## config.mk

```make
export PLATFORM = sky130hd
export DESIGN_NAME = ivs_core
export DESIGN_NICKNAME = d
export VERILOG_FILES = /design/src/ivs_pkg.sv /design/src/ivs_core.sv
export VERILOG_INCLUDE_DIRS = /design/src
export SDC_FILE = /design/constraint.sdc
export NUM_CORES = 1
export LEC_CHECK = 0
export BUFFER_PORTS_ARGS = -buffer_cell sky130_fd_sc_hd__buf_2
export CAP_MARGIN = 25
export CORE_MARGIN = 10
export CORE_UTILIZATION = 33
export DETAILED_ROUTE_END_ITERATION = 8
export GPL_ROUTABILITY_DRIVEN = 0
export GPL_TIMING_DRIVEN = 1
export PLACE_DENSITY = 0.79
export SYNTH_ARGS = -nofsm -noshare
export SYNTH_HDL_FRONTEND = slang
export SYNTH_SLANG_ARGS = --single-unit
```

## constraint.sdc

```tcl
create_clock -name core_clk -period 0.8 [get_ports core_clk]
set_input_delay 0.16 -clock core_clk [delete_from_list [all_inputs] [get_ports core_clk]]
set_output_delay 0.16 -clock core_clk [all_outputs]
set_load 0.01 [all_outputs]
```

## src/ivs_defs.svh

```systemverilog
// ivs_defs.svh: offsets, bit positions, reset values and vector constants
// of the interrupt vector and special function register block.
// assumes: included by bare name; holds definitions only.
`ifndef IVS_DEFS_SVH
`define IVS_DEFS_SVH

// register indices; byte address on the bus is four times the index
`define IVS_IDX_ENABLE_ONE  6'h00
`define IVS_IDX_ENABLE_TWO  6'h01
`define IVS_IDX_FLAG_ONE    6'h02
`define IVS_IDX_FLAG_TWO    6'h03

// bit positions in the enable and flag registers
`define IVS_BIT_WATCHDOG    0
`define IVS_BIT_OSC         1
`define IVS_BIT_POWER_ON    2
`define IVS_BIT_PIN_RESET   3
`define IVS_BIT_NMI_PIN     4
`define IVS_BIT_FLASH_ACCV  5

// reset values and implemented-bit masks
`define IVS_ENABLE_RST      8'h00
`define IVS_ENABLE_MASK     8'h33
`define IVS_FLAG_MASK       8'h1f

// vector words and priorities; vector = base + 2 * priority
`define IVS_VEC_BASE        16'hffc0
`define IVS_VEC_RESET       16'hfffe
`define IVS_BLANK_WORD      16'hffff
`define IVS_PRI_RESET       5'd31
`define IVS_PRI_NMI         5'd30
`define IVS_PRI_LOWEST_USED 5'd16

// address map seen by instruction fetch
`define IVS_SFR_PERIPH_TOP  16'h01ff
`define IVS_RAM_LO          16'h0200
`define IVS_RAM_HI          16'h02ff
`define IVS_INFO_LO         16'h1000
`define IVS_INFO_HI         16'h10ff
`define IVS_MAIN_LO         16'he000

`endif

```

## src/ivs_pkg.sv

```systemverilog
// ivs_pkg.sv: types shared by the interrupt vector block and its bench.
// assumes: compiled before any file that names ivs_pkg.
package ivs_pkg;

  // arbiter states
  typedef enum logic [2:0] {
    ST_RESET_FETCH,
    ST_IDLE,
    ST_OFFER,
    ST_SERVICE,
    ST_SLEEP
  } ivs_state_t;

  // maskable request flags that live inside the peripheral modules
  typedef struct packed {
    logic       comparator_flag;
    logic       timer_cc0_flag;
    logic       timer_cc1_flag;
    logic       timer_cc2_flag;
    logic       timer_overflow_flag;
    logic       adc_flag;
    logic       serial_flag;
    logic [7:0] port2_pin_flags;
    logic [7:0] port1_pin_flags;
  } ivs_src_t;

  // clock and power control for the deepest sleep mode
  typedef struct packed {
    logic cpu_off;
    logic mclk_off;
    logic smclk_off;
    logic aclk_off;
    logic xtal_stop;
    logic dco_dc_off;
  } ivs_clk_ctl_t;

  // vector offered to the core
  typedef struct packed {
    logic [4:0]  priority_level;
    logic [15:0] vector_addr;
  } ivs_vec_t;

endpackage : ivs_pkg

```

## src/ivs_core.sv

```systemverilog
// ivs_core.sv: interrupt arbitration, vector generation, reset generation
// and the low special function registers, as one module.
// assumes: one 20 MHz clock core_clk; rst_n is the power-on reset;
// classic wishbone master for register access; the core fetches vectors.
`timescale 1ns/10ps
`include "ivs_defs.svh"

module ivs_core (
  input  wire logic                 core_clk,
  input  wire logic                 rst_n,
  input  wire logic                 wb_cyc_i,
  input  wire logic                 wb_stb_i,
  input  wire logic                 wb_we_i,
  input  wire logic [7:0]           wb_adr_i,
  input  wire logic [3:0]           wb_sel_i,
  input  wire logic [31:0]          wb_dat_i,
  output      logic [31:0]          wb_dat_o,
  output      logic                 wb_ack_o,
  input  wire logic                 pin_reset_evt,
  input  wire logic                 nmi_pin_evt,
  input  wire logic                 pin_nmi_mode,
  input  wire logic                 watchdog_expiry,
  input  wire logic                 watchdog_key_violation,
  input  wire logic                 watchdog_interval_mode,
  input  wire logic                 flash_key_violation,
  input  wire logic                 osc_fault,
  input  wire logic                 flash_access_violation_flag,
  input  wire logic                 gie,
  input  wire ivs_pkg::ivs_src_t    src,
  input  wire logic                 fetch_valid,
  input  wire logic [15:0]          fetch_addr,
  input  wire logic                 reset_vector_valid,
  input  wire logic [15:0]          reset_vector_word,
  input  wire logic                 irq_ack,
  input  wire logic                 irq_return,
  output      logic                 irq_req,
  output      ivs_pkg::ivs_vec_t    irq_out,
  output      logic                 power_up_clear,
  output      ivs_pkg::ivs_clk_ctl_t clk_ctl
);

  // byte address of a register index
  function automatic logic reg_hit(input logic [7:0] adr, input logic [5:0] idx);
    return adr == {idx, 2'b00};
  endfunction : reg_hit

  // highest set request; bit i stands for priority 16 + i
  function automatic logic [4:0] pick_prio(input logic [14:0] r);
    logic [4:0] p;
    p = `IVS_PRI_LOWEST_USED;
    for (int i = 0; i < 15; i++) begin
      if (r[i]) p = 5'(i) + `IVS_PRI_LOWEST_USED;
    end
    return p;
  endfunction : pick_prio

  // instruction fetch is legal only from ram, information or main flash
  function automatic logic fetch_legal(input logic [15:0] a);
    return (a >= `IVS_RAM_LO && a <= `IVS_RAM_HI) ||
           (a >= `IVS_INFO_LO && a <= `IVS_INFO_HI) ||
           (a >= `IVS_MAIN_LO);
  endfunction : fetch_legal

  logic                 por_meta;
  logic                 por_n;
  logic                 power_up_clear_cause;
  logic                 flash_access_violation_enable;
  logic                 nmi_pin_enable;
  logic                 osc_fault_enable;
  logic                 watchdog_interval_enable;
  logic                 watchdog_flag;
  logic                 osc_fault_flag;
  logic                 power_on_flag;
  logic                 pin_reset_flag;
  logic                 nmi_pin_flag;
  logic                 wr_fire;
  logic                 wr_enable;
  logic                 wr_flag;
  logic [7:0]           wdat;
  logic [7:0]           enable_byte;
  logic [7:0]           flag_byte;
  logic [7:0]           rd_byte;
  logic                 nmi_any;
  logic [14:0]          req_vec;
  logic                 win_valid;
  logic [4:0]           win_prio;
  ivs_pkg::ivs_state_t  state;
  ivs_pkg::ivs_state_t  next_state;

  // power-on reset released through two flops; everything else uses por_n
  always_ff @(posedge core_clk or negedge rst_n) begin
    if (!rst_n) begin
      por_meta <= 1'b0;
      por_n    <= 1'b0;
    end else begin
      por_meta <= 1'b1;
      por_n    <= por_meta;
    end
  end

  // reset causes other than power-on; a pin event in nmi mode is not one
  assign power_up_clear_cause = (fetch_valid && !fetch_legal(fetch_addr)) ||
                                (pin_reset_evt && !pin_nmi_mode) ||
                                (watchdog_expiry && !watchdog_interval_mode) ||
                                watchdog_key_violation ||
                                flash_key_violation;

  // power-up clear is its cause registered: it rises one cycle after the cause and stays high as long as the cause
  always_ff @(posedge core_clk or negedge por_n) begin
    if (!por_n) begin
      power_up_clear <= 1'b0;
    end else begin
      power_up_clear <= power_up_clear_cause;
    end
  end

  // classic wishbone slave: ack one cycle after request, dropped next cycle
  always_ff @(posedge core_clk or negedge por_n) begin
    if (!por_n) begin
      wb_ack_o <= 1'b0;
    end else begin
      wb_ack_o <= wb_cyc_i && wb_stb_i && !wb_ack_o;
    end
  end

  // writes land on the edge where the master sees ack; only lane 0 carries data
  assign wr_fire   = wb_cyc_i && wb_stb_i && wb_we_i && wb_ack_o && wb_sel_i[0];
  assign wr_enable = wr_fire && reg_hit(wb_adr_i, `IVS_IDX_ENABLE_ONE);
  assign wr_flag   = wr_fire && reg_hit(wb_adr_i, `IVS_IDX_FLAG_ONE);
  assign wdat      = wb_dat_i[7:0];

  // absent bits are not stored and read as zero
  assign enable_byte = {2'b00, flash_access_violation_enable, nmi_pin_enable,
                        2'b00, osc_fault_enable, watchdog_interval_enable};
  assign flag_byte   = {3'b000, nmi_pin_flag, pin_reset_flag, power_on_flag,
                        osc_fault_flag, watchdog_flag};

  // second enable and flag registers have no bits; unmapped reads zero
  always_comb begin
    rd_byte = 8'h00;
    if (reg_hit(wb_adr_i, `IVS_IDX_ENABLE_ONE)) begin
      rd_byte = enable_byte;
    end else if (reg_hit(wb_adr_i, `IVS_IDX_FLAG_ONE)) begin
      rd_byte = flag_byte;
    end
  end

  // read data captured as ack rises so it stands while ack is high
  always_ff @(posedge core_clk or negedge por_n) begin
    if (!por_n) begin
      wb_dat_o <= 32'h0000_0000;
    end else if (wb_cyc_i && wb_stb_i && !wb_ack_o) begin
      wb_dat_o <= {24'h00_0000, rd_byte};
    end
  end

  // enable register: cleared by power-on and by every power-up clear
  always_ff @(posedge core_clk or negedge por_n) begin
    if (!por_n) begin
      flash_access_violation_enable <= 1'b0;
      nmi_pin_enable                <= 1'b0;
      osc_fault_enable              <= 1'b0;
      watchdog_interval_enable      <= 1'b0;
    end else if (power_up_clear) begin
      flash_access_violation_enable <= 1'(`IVS_ENABLE_RST >> `IVS_BIT_FLASH_ACCV);
      nmi_pin_enable                <= 1'b0;
      osc_fault_enable              <= 1'b0;
      watchdog_interval_enable      <= 1'b0;
    end else if (wr_enable) begin
      flash_access_violation_enable <= wdat[`IVS_BIT_FLASH_ACCV];
      nmi_pin_enable                <= wdat[`IVS_BIT_NMI_PIN];
      osc_fault_enable              <= wdat[`IVS_BIT_OSC];
      watchdog_interval_enable      <= wdat[`IVS_BIT_WATCHDOG];
    end
  end

  // flags touched by power-up clear; a hardware set beats a software clear
  always_ff @(posedge core_clk or negedge por_n) begin
    if (!por_n) begin
      osc_fault_flag <= 1'b1;
      nmi_pin_flag   <= 1'b0;
    end else if (power_up_clear) begin
      osc_fault_flag <= 1'b1;
      nmi_pin_flag   <= 1'b0;
    end else begin
      osc_fault_flag <= (wr_flag ? wdat[`IVS_BIT_OSC] : osc_fault_flag) | osc_fault;
      nmi_pin_flag   <= (wr_flag ? wdat[`IVS_BIT_NMI_PIN] : nmi_pin_flag) |
                        (nmi_pin_evt && pin_nmi_mode);
    end
  end

  // power-on-only flags: power-up clear leaves them alone so software
  // can tell after the restart which cause brought the device down
  always_ff @(posedge core_clk or negedge por_n) begin
    if (!por_n) begin
      power_on_flag  <= 1'b1;
      pin_reset_flag <= 1'b0;
      watchdog_flag  <= 1'b0;
    end else begin
      power_on_flag  <= wr_flag ? wdat[`IVS_BIT_POWER_ON] : power_on_flag;
      pin_reset_flag <= (wr_flag ? wdat[`IVS_BIT_PIN_RESET] : pin_reset_flag) |
                        (pin_reset_evt && !pin_nmi_mode);
      watchdog_flag  <= (wr_flag ? wdat[`IVS_BIT_WATCHDOG] : watchdog_flag) |
                        watchdog_expiry | watchdog_key_violation;
    end
  end

  // non-maskable group ignores the global enable
  assign nmi_any = (nmi_pin_flag && nmi_pin_enable) ||
                   (osc_fault_flag && osc_fault_enable) ||
                   (flash_access_violation_flag && flash_access_violation_enable);

  // request map, bit i = priority 16 + i; peripheral flags come in as levels
  // from their own modules, this block stores none of them
  always_comb begin
    req_vec     = 15'h0000;
    req_vec[14] = nmi_any;
    req_vec[11] = gie && src.comparator_flag;
    req_vec[10] = gie && watchdog_flag && watchdog_interval_enable &&
                  watchdog_interval_mode;
    req_vec[9]  = gie && src.timer_cc0_flag;
    req_vec[8]  = gie && (src.timer_cc1_flag || src.timer_cc2_flag ||
                          src.timer_overflow_flag);
    req_vec[5]  = gie && src.adc_flag;
    req_vec[4]  = gie && src.serial_flag;
    req_vec[3]  = gie && (|src.port2_pin_flags);
    req_vec[2]  = gie && (|src.port1_pin_flags);
  end

  // priorities below 16 have no bit, so they can never win
  assign win_valid = |req_vec;
  assign win_prio  = pick_prio(req_vec);

  // arbiter: reset fetch first, then offer / service / return
  always_comb begin
    next_state = state;
    if (power_up_clear) begin
      next_state = ivs_pkg::ST_RESET_FETCH;
    end else begin
      case (state)
        ivs_pkg::ST_RESET_FETCH: begin
          if (reset_vector_valid) begin
            if (reset_vector_word == `IVS_BLANK_WORD) begin
              next_state = ivs_pkg::ST_SLEEP;
            end else begin
              next_state = ivs_pkg::ST_IDLE;
            end
          end
        end
        ivs_pkg::ST_IDLE: begin
          if (win_valid) next_state = ivs_pkg::ST_OFFER;
        end
        ivs_pkg::ST_OFFER: begin
          if (irq_ack) begin
            next_state = ivs_pkg::ST_SERVICE;
          end else if (!win_valid) begin
            next_state = ivs_pkg::ST_IDLE;
          end
        end
        ivs_pkg::ST_SERVICE: begin
          if (irq_return) next_state = ivs_pkg::ST_IDLE;
        end
        ivs_pkg::ST_SLEEP: begin
          if (win_valid) next_state = ivs_pkg::ST_OFFER;
        end
        default: next_state = ivs_pkg::ST_IDLE;
      endcase
    end
  end

  // power-on starts at the reset vector fetch
  always_ff @(posedge core_clk or negedge por_n) begin
    if (!por_n) begin
      state <= ivs_pkg::ST_RESET_FETCH;
    end else begin
      state <= next_state;
    end
  end

  // handshake from the state; no nesting, service holds until return
  assign irq_req = (state == ivs_pkg::ST_OFFER) || (state == ivs_pkg::ST_RESET_FETCH);

  // vector follows the winner while offered, frozen once taken
  always_ff @(posedge core_clk or negedge por_n) begin
    if (!por_n) begin
      irq_out.priority_level <= `IVS_PRI_RESET;
      irq_out.vector_addr    <= `IVS_VEC_RESET;
    end else if (next_state == ivs_pkg::ST_RESET_FETCH) begin
      irq_out.priority_level <= `IVS_PRI_RESET;
      irq_out.vector_addr    <= `IVS_VEC_RESET;
    end else if (next_state == ivs_pkg::ST_OFFER) begin
      irq_out.priority_level <= win_prio;
      irq_out.vector_addr    <= `IVS_VEC_BASE + {10'h000, win_prio, 1'b0};
    end
  end

  // deepest sleep: cpu, all clocks, crystal and dc generator off together
  always_ff @(posedge core_clk or negedge por_n) begin
    if (!por_n) begin
      clk_ctl <= '0;
    end else begin
      clk_ctl.cpu_off    <= next_state == ivs_pkg::ST_SLEEP;
      clk_ctl.mclk_off   <= next_state == ivs_pkg::ST_SLEEP;
      clk_ctl.smclk_off  <= next_state == ivs_pkg::ST_SLEEP;
      clk_ctl.aclk_off   <= next_state == ivs_pkg::ST_SLEEP;
      clk_ctl.xtal_stop  <= next_state == ivs_pkg::ST_SLEEP;
      clk_ctl.dco_dc_off <= next_state == ivs_pkg::ST_SLEEP;
    end
  end
endmodule : ivs_core

```

# [Word-level counts from Yosys, hierarchy flattened]
# Cells that the tools add are included.
# W data, S select, Z words.
[totals] ff_bits=46 output_inout_bits=62
[op_classes] n_addsub=1 eq_ne=8 muxes=35 reduce_logical=50 bitwise_logic=5 magnitude_cmp=5
[ops] operator="$mux W5" n=9
[ops] operator="$mux W21" n=2
[ops] operator="$logic_and A1 B1 Y1" n=26
[ops] operator="$mux W3" n=7
[ops] operator="$eq A16 B16 Y1 const B" n=1
[ops] operator="$ge A16 B10 Y1 const B" n=1
[ops] operator="$ge A16 B13 Y1 const B" n=1
[ops] operator="$ge A16 B16 Y1 const B" n=1
[ops] operator="$le A16 B10 Y1 const B" n=1
[ops] operator="$le A16 B13 Y1 const B" n=1
[ops] operator="$reduce_or A8 Y1" n=2
[ops] operator="$mux W1" n=14
[ops] operator="$pmux W3 S4" n=1
[ops] operator="$logic_or A1 B1 Y1" n=11
[ops] operator="$eq A3 B2 Y1 const B" n=3
[ops] operator="$reduce_or A9 Y1" n=1
[ops] operator="$add A7 B7 Y8 const A" n=1
[ops] operator="$eq A8 B4 Y1 const B" n=1
[ops] operator="$logic_not A8 Y1" n=1
[ops] operator="$eq A3 B3 Y1 const B" n=2
[ops] operator="$logic_not A3 Y1" n=2
[ops] operator="$mux W6" n=1
[ops] operator="$or A1 B1 Y1" n=5
[ops] operator="$logic_not A1 Y1" n=4
[ops] operator="other kinds (4)" n=5

# [Logic depth before layout (Yosys ltp)]
# Gate-level depths: netlist of run 1.
[logic_depth] word_depth=14 mapped_depth=7 mapped_depth_nobuf=6

# [Worst setup path before layout of run 1]
# No wires, ideal clock.
[synth_timing] path_type="register -> register" start="reg state[0]" end="reg irq_out[2] in the netlist's numbering" path_slack_ps=-1072 arrival_time_ps=1790 n_path_buf=1 stages_incl_launch_ff=8 synth_period_minus_slack_ps=1872 cell_sequence="dfrtp_1 > buf_2 > or3b_1 > a21oi_1 > a31oi_1 > a22oi_1 > nand2b_4 > mux2_4"
[synth_via] elab_chain_len=6 word_cells_on_any_way=17 cone_classes="eq/ne: 5; mux: 8; reduce/logical: 4"
[synth_lines] element="start, declared" line="ivs_core.sv:87" rtl="ivs_pkg::ivs_state_t state;"
[synth_lines] element="start signal, assigned" line="ivs_core.sv:274" rtl="state <= ivs_pkg::ST_RESET_FETCH;"
[synth_lines] element="start signal, assigned" line="ivs_core.sv:276" rtl="state <= next_state;"
[synth_lines] element="$eq A3 B3 Y1 (tied with other cells)" line="ivs_core.sv:240" rtl="case (state)"
[synth_lines] element="$reduce_or A2 Y1 (no source line) / $mux W3 (equally long branches)"
[synth_lines] element="$pmux W3 S4 *" line="ivs_core.sv:240"
[synth_lines] element="$mux W3 *" line="ivs_core.sv:237" rtl="if (power_up_clear) begin"
[synth_lines] element="$eq A3 B2 Y1 / $logic_not A3 Y1 (equally long branches)" line="ivs_core.sv:291, ivs_core.sv:288"
[synth_lines] element="$reduce_bool A2 Y1 (no source line) / $mux W21 (equally long branches)"
[synth_lines] element="end, declared" line="ivs_core.sv:37" rtl="output ivs_pkg::ivs_vec_t irq_out,"
# Mark *: on every way between the ends. The rest lies on a longest branch, timed or not.
# A chain may end at the register's enable or synchronous reset.

# [Worst setup path after layout of run 1]
[layout_timing] start="reg watchdog_interval_enable" end="reg irq_out[4] in the netlist's numbering"
[layout_via] elab_chain_len=9 word_cells_on_any_way=17 cone_classes="add/sub: 1; eq/ne: 1; mux: 10; reduce/logical: 5"
[layout_lines] element="start, declared" line="ivs_core.sv:70" rtl="logic watchdog_interval_enable;"
[layout_lines] element="start signal, assigned" line="ivs_core.sv:173" rtl="watchdog_interval_enable <= wdat[`IVS_BIT_WATCHDOG];"
[layout_lines] element="$logic_and A1 B1 Y1 * (2 in series)" line="ivs_core.sv:219" rtl="req_vec[10] = gie && watchdog_flag && watchdog_interval_enable &&"
[layout_lines] element="$reduce_or A9 Y1 *" line="ivs_core.sv:231" rtl="assign win_valid = |req_vec;"
[layout_lines] element="$mux W3" line="ivs_core.sv:256" rtl="end else if (!win_valid) begin"
[layout_lines] element="$mux W3" line="ivs_core.sv:254" rtl="if (irq_ack) begin"
[layout_lines] element="$pmux W3 S4 *" line="ivs_core.sv:240"
[layout_lines] element="$mux W3 *" line="ivs_core.sv:237"
[layout_lines] element="via next_state[2]" line="ivs_core.sv:88" rtl="ivs_pkg::ivs_state_t next_state;"
[layout_lines] element="$eq A3 B2 Y1 / $logic_not A3 Y1 (equally long branches)" line="ivs_core.sv:291, ivs_core.sv:288"
[layout_lines] element="$reduce_bool A2 Y1 (no source line) / $mux W21 (equally long branches)"
# The timed path passes the listed nets; every way through them passes the cells marked *. The select of a mux whose other input is x is not followed.

==> impl_metrics.py, run 1 <==
metrics = {
    "floorplan": {
        "placementRows": 27,
        "core_area_um2": 5510,
        "chipWidth_um": 95.4,
        "initial_core_util": 0.341,
        "floorplan.die.height_um": 95.4,
        "floorplan.io_pins": 180,
        "die_area_um2": 9110,
    },
    "drt": {
        "average_routed_wire_per_standard_cell_um": 15.0,
        "viasPerCell": 4.52,
        "route.detailed.drc": 0,
        "iteration_0_drc_markers": 50,
        "drt-pass1-iter-count": 4,
        "route.vias.total": 1884,
        "drt.antenna.violating_nets": 0,
        "wl_um": 6240,
    },
    "critical_path": {
        "timing.setup.critical_path_class": "reg -> reg",
        "critical_path.max_fanout": 4,
        "crit_path_start_kind": "flip-flop",
        "rrSetupSlack_ns": -1.13,
        "r2r_start": "watchdog_interval_enable$_DFFE_PN0P_",
        "worstPathRequired_ns": 1.00,
        "critPathCaptureType": "flip-flop",
        "critPathArrivalTime_ns": 2.13,
        "reg2regPathDepth": 6,
        "r2r_end": "irq_out[4]$_DFFE_PN1P_",
    },
    "synth": {
        "synth_top_area_cell": "sky130_fd_sc_hd__dfrtp_1",
        "postSynthAreaPerCell_um2": 9.07,
        "yosysUniqueCellTypes": 43,
        "postSynthRegisterBits": 27,
        "synth_flop_cell": "sky130_fd_sc_hd__dfrtp_1",
        "synth_edf_count": 0,
        "asyncSetResetFlopFracSynth": 1.00,
        "synth_top_cell_area_share": 0.280,
        "yosys_warns": 0,
        "yosysMostFrequentCell": "sky130_fd_sc_hd__buf_4",
        "synth_cells": 207,
        "synth.cells.most_frequent": "sky130_fd_sc_hd__buf_4 (49), sky130_fd_sc_hd__dfrtp_1 (21), sky130_fd_sc_hd__nand2_1 (20)",
        "synth.top_cells.by_area": "sky130_fd_sc_hd__dfrtp_1 (28%), sky130_fd_sc_hd__buf_4 (20%), sky130_fd_sc_hd__dfstp_2 (8.4%), sky130_fd_sc_hd__mux2i_1 (5.9%), sky130_fd_sc_hd__nand2_1 (4.0%)",
        "synth_sequential_area_ratio": 0.364,
        "synthesis.area_um2": 1880,
    },
    "global_route": {
        "grt_pass1_vias": 2021,
        "global_route.overflow_total": 0,
        "grt_pass1_wl_um": 9050,
        "initial_antenna_violation_count": 0,
        "grt_usage": 0.120,
        "grt_max_degree": 26,
    },
    "timing": {
        "final.hold.worst_slack_ns": 0.0747,
        "final-max-slew-violation-count": 0,
        "max_slew.worst_pin.slew_ns": 0.491,
        "relSlewSlack": 0.668,
        "fin_worst_skew_ns": 0.00314,
        "final-setup-viol-count": 47,
        "post-route-min-period_ns": 1.93,
        "achievable-frequency_mhz": 519,
        "fin_crit_sh": 2.41,
        "final_worst_slack_ns": -1.13,
        "grt_setup_unrepaired": "yes",
        "hold_violations": 0,
    },
    "placed_design": {
        "dp_hpwl_um": 5200,
        "port_buffers": 103,
        "cell_area_reported_after_detailed_placement_um2": 2530,
    },
    "final_layout": {
        "final_core_util": 0.540,
        "final_layout_size_suffix_gt1_frac": 0.574,
        "final_area_um2": 2970,
        "fillCellCount": 497,
        "num-nets-final": 464,
        "area_growth_syn_to_layout_pct": 58.4,
        "n_diodes": 0,
    },
    "clock_network": {
        "clk_root_buffer_cell": "sky130_fd_sc_hd__clkbuf_8",
        "clockBufferDepth": 2,
        "cts.sinks": 27,
        "numCtsBuffers": 3,
        "clkTransAtPathRegs_ns": 0.09,
        "cts-htree-levels": 1,
        "clkLatencyLatePin_ns": 0.27,
        "clock_tree_from_tritoncts": "built",
    },
    "min_path": {
        "holdPathEnd": "osc_fault_flag$_DFF_PN1_",
        "worst_hold_path_startpoint": "osc_fault",
        "min_delay_path_depth": 3,
        "hp-class": "in -> reg",
    },
    "outcome": {
        "violations_in_the_final_reports": "setup timing",
        "status": "finished, violations left",
    },
    "flow_run": {
        "max-cap-violations": 0,
    },
    "power_and_ir_drop": {
        "ir_worst_vdd_mv": 0.549,
        "p_per_area_nw_per_um2": 923,
        "power.leakage_nw": 1.47,
    },
}
[final cells by class]
class / instances / area, µm² / area share
Inverter: 5 / 23.8 / 0.00799
Sequential cell: 27 / 686 / 0.231
Timing Repair Buffer: 149 / 1010 / 0.341
Tap cell: 72 / 90.1 / 0.0303
Multi-Input combinational cell: 160 / 1110 / 0.374
Clock buffer: 3 / 41.3 / 0.0139
Clock inverter: 1 / 7.51 / 0.00252
[worst max path at each step]
stage,endpoint,from,cells after the start
after global placement,irq_out[3]$_DFFE_PN1P_,nmi_pin_flag$_DFF_PN0_,7
after CTS,irq_out[4]$_DFFE_PN1P_,watchdog_interval_enable$_DFFE_PN0P_,6
after detailed placement,irq_out[4]$_DFFE_PN1P_,src[19],7
after global routing,irq_out[4]$_DFFE_PN1P_,watchdog_interval_enable$_DFFE_PN0P_,6
after floorplan,irq_out[2]$_DFFE_PN1P_,nmi_pin_flag$_DFF_PN0_,6
final,irq_out[4]$_DFFE_PN1P_,watchdog_interval_enable$_DFFE_PN0P_,6
[state kept, by name, summed over array words and instances (netlist names)]
register	flops
watchdog_interval_enable	1
watchdog_flag	1
por_meta	1
osc_fault_flag	1
power_up_clear	1
wb_ack_o	1
clk_ctl	1
nmi_pin_flag	1
pin_reset_flag	1
power_on_flag	1
wb_dat_o	6
flash_access_violation_enable	1
irq_out	4
state	3
osc_fault_enable	1
por_n	1
nmi_pin_enable	1
[worst max-delay path, stage by stage, from the launching register on]
cell and delay (ns):
sky130_fd_sc_hd__dfrtp_1 0.40, sky130_fd_sc_hd__and3_4 0.19, sky130_fd_sc_hd__or3b_4 0.42, sky130_fd_sc_hd__a211oi_4 0.24, sky130_fd_sc_hd__a21bo_1 0.15, sky130_fd_sc_hd__nand2b_4 0.16
sky130_fd_sc_hd__mux2_4 0.31
[cell families after synthesis]
family                    Yosys count  share of synthesized area
buffers and inverters              59                      0.217
other                               2                    0.00400
xor gates and xnor gates            2                    0.00933
muxes                              16                     0.0946
AOI/OAI and AO/OA                  30                      0.113
and+or+nand+nor                    71                      0.198
DFF                                27                      0.364
[where the power goes]
group | total, W | internal (W) | switching, W
combinational | 0.000599 | 0.000280 | 0.000319
sequential | 0.00139 | 0.00138 | 0.0000107
clock | 0.000756 | 0.000353 | 0.000403
total | 0.00274 | 0.00201 | 0.000733
[cell usage in the layout, fill, tap and decap left out, types with 3 or more instances in the layout]
cell type                  synthesis  layout
sky130_fd_sc_hd__nand4_1           4       4
sky130_fd_sc_hd__or2_4             0       3
sky130_fd_sc_hd__mux2i_1          11      10
sky130_fd_sc_hd__nor4_1            8       6
sky130_fd_sc_hd__conb_1            2      40
sky130_fd_sc_hd__mux2_4            3       4
sky130_fd_sc_hd__clkbuf_8          0       3
sky130_fd_sc_hd__nor3_1            5       4
sky130_fd_sc_hd__buf_2             2      84
sky130_fd_sc_hd__dfrtp_1          21      19
sky130_fd_sc_hd__dfstp_2           6       6
sky130_fd_sc_hd__nand2_2           0       3
sky130_fd_sc_hd__buf_6             0      24
sky130_fd_sc_hd__buf_4            49      39
sky130_fd_sc_hd__nand2_1          20      16
sky130_fd_sc_hd__a21oi_1           8       6
sky130_fd_sc_hd__nor2_1           13      11
sky130_fd_sc_hd__nand3_1           7       6
sky130_fd_sc_hd__nand2b_1          3       3
[layer usage]
metal,global-route usage,vias to the layer above,part of all wire
met5,0,-,0
met4,0.0369,0,0.0079
met3,0.0228,4,0.072
met1,0.134,884,0.37
li1,-,915,-
met2,0.225,81,0.55
[through the flow]
step | worst slack (ns) | std cells | TNS (ns) | total power [W]
floorplan | -0.990 | 245 | -12.09 | 0.00178
global placement | -1.09 | 395 | -15.76 | 0.00193
detailed placement | -1.15 | 395 | -16.46 | 0.00195
CTS | -1.08 | 408 | -19.54 | 0.00273
global route | -1.16 | 417 | -22.13 | 0.00291
finish | -1.13 | 417 | -19.76 | 0.00274
[timing repair]
action	CTS	global route
pin swaps	6	15
gates cloned	1	0
setup buffers	8	12
hold endpoints to repair	2	0
hold buffers	1	0
resized for setup	21	32
endpoints found under the setup margin	47	47
No activity file was read; power rests on OpenSTA's default activity.
==> run 2, diff against run 1 <==
CORE_MARGIN = 2   (was 10)
==> impl_metrics.py, run 2 (synthesis gave the netlist of run 1 again) <==
metrics = {
    "global_route": {
        "grt_pass1_vias": 1652,
        "global_route.overflow_total": 0,
        "grt_pass1_wl_um": 7200,
        "grt_usage": 0.143,
        "initial_antenna_violation_count": 0,
        "grt_max_degree": 26,
    },
    "clock_network": {
        "clockBufferDepth": 2,
        "clock_tree_from_tritoncts": "built",
        "cts.sinks": 27,
        "clkTransAtPathRegs_ns": 0.09,
        "cts-htree-levels": 1,
        "clkLatencyLatePin_ns": 0.26,
        "numCtsBuffers": 3,
        "clk_root_buffer_cell": "sky130_fd_sc_hd__clkbuf_8",
    },
    "critical_path": {
        "setup.worst_path.end": "irq_out[4]$_DFFE_PN1P_",
        "r2r_end": "irq_out[4]$_DFFE_PN1P_",
        "worstPathRequired_ns": 1.00,
        "critical_path.cell_chain": "and3_4, or3b_4, a211oi_4, a21bo_1, nand2b_4, mux2_4",
        "critical_path.slowest_cell": "sky130_fd_sc_hd__or3b_4",
        "critical-path-top-delay-family": "simple AND/OR/NAND/NOR gates",
        "critPathCaptureType": "flip-flop",
        "critPathArrivalTime_ns": 2.08,
        "reg2regPathDepth": 6,
        "crit_path_start_kind": "flip-flop",
        "critical_path.startpoint": "watchdog_interval_enable$_DFFE_PN0P_",
        "path_depth": 6,
        "r2r_start": "watchdog_interval_enable$_DFFE_PN0P_",
        "path_buf_inv": 0,
        "cp_slowest_stage_delay_ns": 0.40,
        "rrSetupSlack_ns": -1.09,
        "critical_path.max_fanout": 4,
        "timing.setup.critical_path_class": "reg -> reg",
    },
    "final_layout": {
        "total_area_of_multi_input_combinational_cells_um2": 1100,
        "ff_latch_area_um2": 684,
        "top_library_cells_by_usage_in_the_layout_fill_and_taps_aside": "sky130_fd_sc_hd__buf_2 (93), sky130_fd_sc_hd__buf_4 (43), sky130_fd_sc_hd__conb_1 (40)",
        "largest_register_ffs": 6,
        "biggestRegsByFlops": "wb_dat_o: 6 flops, irq_out: 4 flops, state: 3 flops",
        "num-nets-final": 466,
        "n_diodes": 0,
        "final_cells": 419,
        "layout_commonest_cell": "sky130_fd_sc_hd__buf_2",
        "final_layout_size_suffix_gt1_frac": 0.565,
        "largest-register": "wb_dat_o",
        "area_growth_syn_to_layout_pct": 54.8,
        "fillCellCount": 522,
    },
    "floorplan": {
        "die_area_um2": 6310,
        "floorplan.die.height_um": 79.4,
        "floorplan.io_pins": 180,
        "core_area_um2": 5510,
        "initial_core_util": 0.341,
        "placementRows": 27,
        "chipWidth_um": 79.4,
    },
    "placed_design": {
        "dp_hpwl_um": 3920,
        "detailedPlace.worstSlack_ns": -1.14,
        "port_buffers": 103,
        "dp.cells": 398,
    },
    "drt": {
        "drt-pass1-iter-count": 4,
        "drt.antenna.violating_nets": 0,
        "wl_um": 4960,
        "average_routed_wire_per_standard_cell_um": 11.8,
        "route.detailed.drc": 0,
        "viasPerCell": 4.42,
        "iteration_0_drc_markers": 59,
        "route.vias.total": 1850,
    },
    "timing": {
        "grt_setup_unrepaired": "yes",
        "post-route-min-period_ns": 1.89,
        "max_slew.worst_pin.slew_ns": 0.775,
        "fin_worst_skew_ns": 0.00242,
        "hold_violations": 0,
        "relSlewSlack": 0.477,
        "fin_crit_sh": 2.36,
        "final_worst_slack_ns": -1.09,
        "achievable-frequency_mhz": 530,
        "final-setup-viol-count": 47,
        "final-max-slew-violation-count": 0,
    },
    "power_and_ir_drop": {
        "power.leakage_nw": 1.46,
        "power.clock.fraction": 0.272,
        "power_switching_w": 0.000702,
        "cell_internal_pwr_w": 0.00201,
        "p_per_area_nw_per_um2": 932,
        "power_w": 0.00271,
        "sequentialPowerShare": 0.513,
        "power_frac_comb": 0.214,
        "ir_worst_vdd_mv": 0.610,
        "switching_share": 0.259,
    },
    "flow_run": {
        "max-cap-violations": 0,
    },
    "outcome": {
        "violations_in_the_final_reports": "setup timing",
        "status": "finished, violations left",
    },
    "min_path": {
        "hp-class": "in -> reg",
    },
}
## run 2: cell count changes in the layout (fill, tap and decap cells not counted), sizes merged
cell,change
clkbuf,+1
buf,+2
clkinvlp,-1
## run 2: worst min-delay path by stage
stage / slack (ns) / startpoint / depth (start not counted) / end
after floorplan: -0.14 / rst_n / 0 / por_meta$_DFF_PN0_
after global placement: -0.06 / rst_n / 1 / por_meta$_DFF_PN0_
after detailed placement: -0.05 / rst_n / 1 / por_n$_DFF_PN0_
after CTS: 0.08 / osc_fault / 3 / osc_fault_flag$_DFF_PN1_
after global routing: 0.10 / osc_fault / 3 / osc_fault_flag$_DFF_PN1_
final: 0.08 / osc_fault / 3 / osc_fault_flag$_DFF_PN1_
## run 2: through the flow
step | hold slack, ns | TNS (ns) | util | instance area, µm²
2_1_floorplan | -0.136 | -12.09 | - | 2120
3_3_place_gp | -0.0558 | -15.70 | 0.464 | 2560
3_5_place_dp | -0.0527 | -16.59 | 0.464 | 2560
4_1_cts | 0.0756 | -18.95 | 0.506 | 2790
5_1_grt | 0.101 | -21.41 | 0.528 | 2910
6_report | 0.0799 | -19.21 | 0.528 | 2910
## run 2: repair_timing
| action | in CTS | in global routing |
|---|---|---|
| gates cloned | 1 | 0 |
| resized for setup | 20 | 17 |
| setup buffers | 9 | 7 |
| endpoints found under the hold margin | 2 | 0 |
| setup endpoints to repair | 47 | 47 |
| hold buffers | 1 | 0 |
| pin swaps | 4 | 13 |
## run 2: cell type report
type | instances | area share
Sequential cell | 27 | 0.235
Timing Repair Buffer | 151 | 0.332
Inverter | 5 | 0.00904
Tap cell | 72 | 0.0310
Clock buffer | 4 | 0.0155
Multi-Input combinational cell | 160 | 0.377
## run 2: worst min-delay path, stage by stage
cell and delay (ns):
sky130_fd_sc_hd__buf_2 0.07, sky130_fd_sc_hd__nor2_1 0.03, sky130_fd_sc_hd__nand2_1 0.05
## run 2: layer usage
| metal | global-route usage | up-vias | part of all wire |
|---|---|---|---|
| met4 | 0.0466 | 0 | 0.013 |
| met3 | 0.0158 | 4 | 0.052 |
| met5 | 0 | - | 0 |
| li1 | - | 916 | - |
| met2 | 0.255 | 74 | 0.53 |
| met1 | 0.180 | 856 | 0.41 |
## run 2: power groups by stage
| stage | sequential [W] | combinational, W | clock, W |
|---|---|---|---|
| floorplan | 0.00143 | 0.000354 | 0 |
| global placement | 0.00141 | 0.000525 | 0 |
| detailed placement | 0.00141 | 0.000535 | 0 |
| CTS | 0.00139 | 0.000558 | 0.000758 |
| global route | 0.00139 | 0.000641 | 0.000814 |
| finish | 0.00139 | 0.000581 | 0.000738 |
==> run 3, diff against run 2 <==
CORE_ASPECT_RATIO = 0.75   (was unset)
CORE_UTILIZATION = 35   (was 33)
PLACE_DENSITY = 0.8   (was 0.79)
clock period = 2.1 ns   (was 0.8 ns; I/O delays follow)
==> impl_metrics.py, run 3 (synthesis gave the netlist of run 1 again) <==
metrics = {
    "final_layout": {
        "final_layout_size_suffix_gt1_frac": 0.454,
        "largest_register_ffs": 6,
        "area_growth_syn_to_layout_pct": 29.1,
        "fillCellCount": 529,
        "final_core_util": 0.460,
        "largest-register": "wb_dat_o",
        "num-nets-final": 434,
        "n_diodes": 0,
        "total_area_of_multi_input_combinational_cells_um2": 937,
        "biggestRegsByFlops": "wb_dat_o: 6 flops, irq_out: 4 flops, state: 3 flops",
        "ff_latch_area_um2": 683,
        "top_library_cells_by_usage_in_the_layout_fill_and_taps_aside": "sky130_fd_sc_hd__buf_2 (103), sky130_fd_sc_hd__conb_1 (40), sky130_fd_sc_hd__dfrtp_1 (21)",
        "layout_commonest_cell": "sky130_fd_sc_hd__buf_2",
    },
    "global_route": {
        "grt_usage": 0.135,
        "global_route.overflow_total": 0,
        "grt_pass1_vias": 1391,
        "grt_pass1_wl_um": 6230,
        "initial_antenna_violation_count": 0,
        "grt_max_degree": 26,
    },
    "clock_network": {
        "clk_root_buffer_cell": "sky130_fd_sc_hd__clkbuf_8",
        "clockBufferDepth": 2,
        "clkTransAtPathRegs_ns": 0.09,
        "clkLatencyLatePin_ns": 0.27,
        "cts.sinks": 27,
        "numCtsBuffers": 3,
        "postCtsSetupRepairBufs": 0,
        "cts-htree-levels": 1,
        "clock_tree_from_tritoncts": "built",
    },
    "floorplan": {
        "initial_core_util": 0.357,
        "core_area_um2": 5270,
        "chipWidth_um": 88.6,
        "placementRows": 23,
        "floorplan.io_pins": 180,
        "floorplan.die.height_um": 67.4,
        "die_area_um2": 5970,
    },
    "drt": {
        "viasPerCell": 4.32,
        "wl_um": 4300,
        "drt-pass1-iter-count": 4,
        "route.vias.total": 1683,
        "drt.antenna.violating_nets": 0,
        "average_routed_wire_per_standard_cell_um": 11.0,
        "route.detailed.drc": 0,
        "iteration_0_drc_markers": 64,
    },
    "placed_design": {
        "dp_hpwl_um": 3690,
        "port_buffers": 103,
    },
    "critical_path": {
        "timing.setup.critical_path_class": "in -> reg",
        "crit_path_start_kind": "input port",
        "r2r_end": "irq_out[3]$_DFFE_PN1P_",
        "critPathArrivalTime_ns": 2.21,
        "reg2regPathDepth": 7,
        "critPathCaptureType": "flip-flop",
        "rrSetupSlack_ns": 0.12,
        "worstPathRequired_ns": 2.32,
        "r2r_start": "nmi_pin_enable$_DFFE_PN0P_",
        "critical_path.max_fanout": 5,
    },
    "power_and_ir_drop": {
        "power.clock.fraction": 0.287,
        "switching_share": 0.260,
        "p_per_area_nw_per_um2": 414,
        "power_switching_w": 0.000260,
        "power_frac_comb": 0.186,
        "ir_worst_vdd_mv": 0.210,
        "power.leakage_nw": 1.25,
        "sequentialPowerShare": 0.527,
        "cell_internal_pwr_w": 0.000742,
    },
    "timing": {
        "final-setup-viol-count": 0,
        "fin_worst_skew_ns": 0.00198,
        "final-max-slew-violation-count": 0,
        "fin_crit_sh": 0.949,
        "achievable-frequency_mhz": 502,
        "setup_tns_ns": 0,
        "hold_violations": 0,
        "post-route-min-period_ns": 1.99,
        "grt_setup_unrepaired": "no",
    },
    "outcome": {
        "status": "finished clean",
    },
    "min_path": {
        "hp-class": "reg -> async",
    },
    "flow_run": {
        "max-cap-violations": 0,
    },
}
==> run 3: cell count changes in the layout (fill, tap and decap cells not counted), sizes merged <==
cell / previous run / this run
clkinv: 0 / 1
clkbuf: 4 / 3
or2: 3 / 2
buf: 150 / 119
==> run 3: area by class of cell <==
| cell class | count | area share |
|---|---|---|
| multi-input cells | 159 | 0.386 |
| flip-flops and latches | 27 | 0.282 |
| repair buffers | 120 | 0.266 |
| well taps | 75 | 0.0387 |
| clock buffers | 3 | 0.0170 |
| inverters | 5 | 0.00774 |
| clock inverters | 1 | 0.00206 |
==> run 3: metal layers <==
metal / vias up / track usage / wire, µm
met5: - / 0 / 0
met4: 0 / 0.0455 / 54
met3: 6 / 0.0306 / 227
met2: 65 / 0.209 / 2040
met1: 759 / 0.187 / 1980
li1: 853 / - / -
==> run 3: how the worst max path moves through the flow <==
stage	startpoint	to	slack [ns]	cells past startpoint
after detailed placement	src[9]	irq_out[2]$_DFFE_PN1P_	-0.21	7
after global routing	src[9]	irq_out[3]$_DFFE_PN1P_	0.02	8
after CTS	watchdog_interval_enable$_DFFE_PN0P_	irq_out[3]$_DFFE_PN1P_	0.08	6
final	src[9]	irq_out[3]$_DFFE_PN1P_	0.11	8
after global placement	src[19]	irq_out[2]$_DFFE_PN1P_	-0.17	7
after floorplan	src[19]	irq_out[2]$_DFFE_PN1P_	0.09	6
==> run 3: power groups by stage <==
stage               clock network, W  logic (W)  registers (W)
global placement                   0   0.000179       0.000538
global route                0.000327   0.000209       0.000530
CTS                         0.000299   0.000185       0.000529
detailed placement                 0   0.000183       0.000539
floorplan                          0   0.000127       0.000545
finish                      0.000288   0.000186       0.000529
==> run 3: timing repair <==
action,in CTS,in global routing
endpoints found under the hold margin,2,0
resized for setup,0,1
endpoints found under the setup margin,0,3
hold buffers,1,0
==> run 3: stage by stage <==
step | power [W] | instances | instance area, µm² | hold WS (ns) | setup WS, ns
2_1_floorplan | 0.000672 | 245 | 2020 | 0.124 | 0.0859
3_3_place_gp | 0.000718 | 385 | 2360 | 0.206 | -0.169
3_5_place_dp | 0.000723 | 385 | 2360 | 0.214 | -0.210
4_1_cts | 0.00101 | 390 | 2420 | 0.273 | 0.0774
5_1_grt | 0.00107 | 390 | 2420 | 0.288 | 0.0171
6_report | 0.00100 | 390 | 2420 | 0.251 | 0.108
==> run 3: worst max-delay path, stage by stage <==
cell and delay, ns:
sky130_fd_sc_hd__buf_2 0.10, sky130_fd_sc_hd__nor4_1 0.45, sky130_fd_sc_hd__nand4_1 0.26, sky130_fd_sc_hd__o31ai_1 0.32, sky130_fd_sc_hd__buf_4 0.17, sky130_fd_sc_hd__a31oi_1 0.17
sky130_fd_sc_hd__o211ai_1 0.15, sky130_fd_sc_hd__mux2_4 0.17
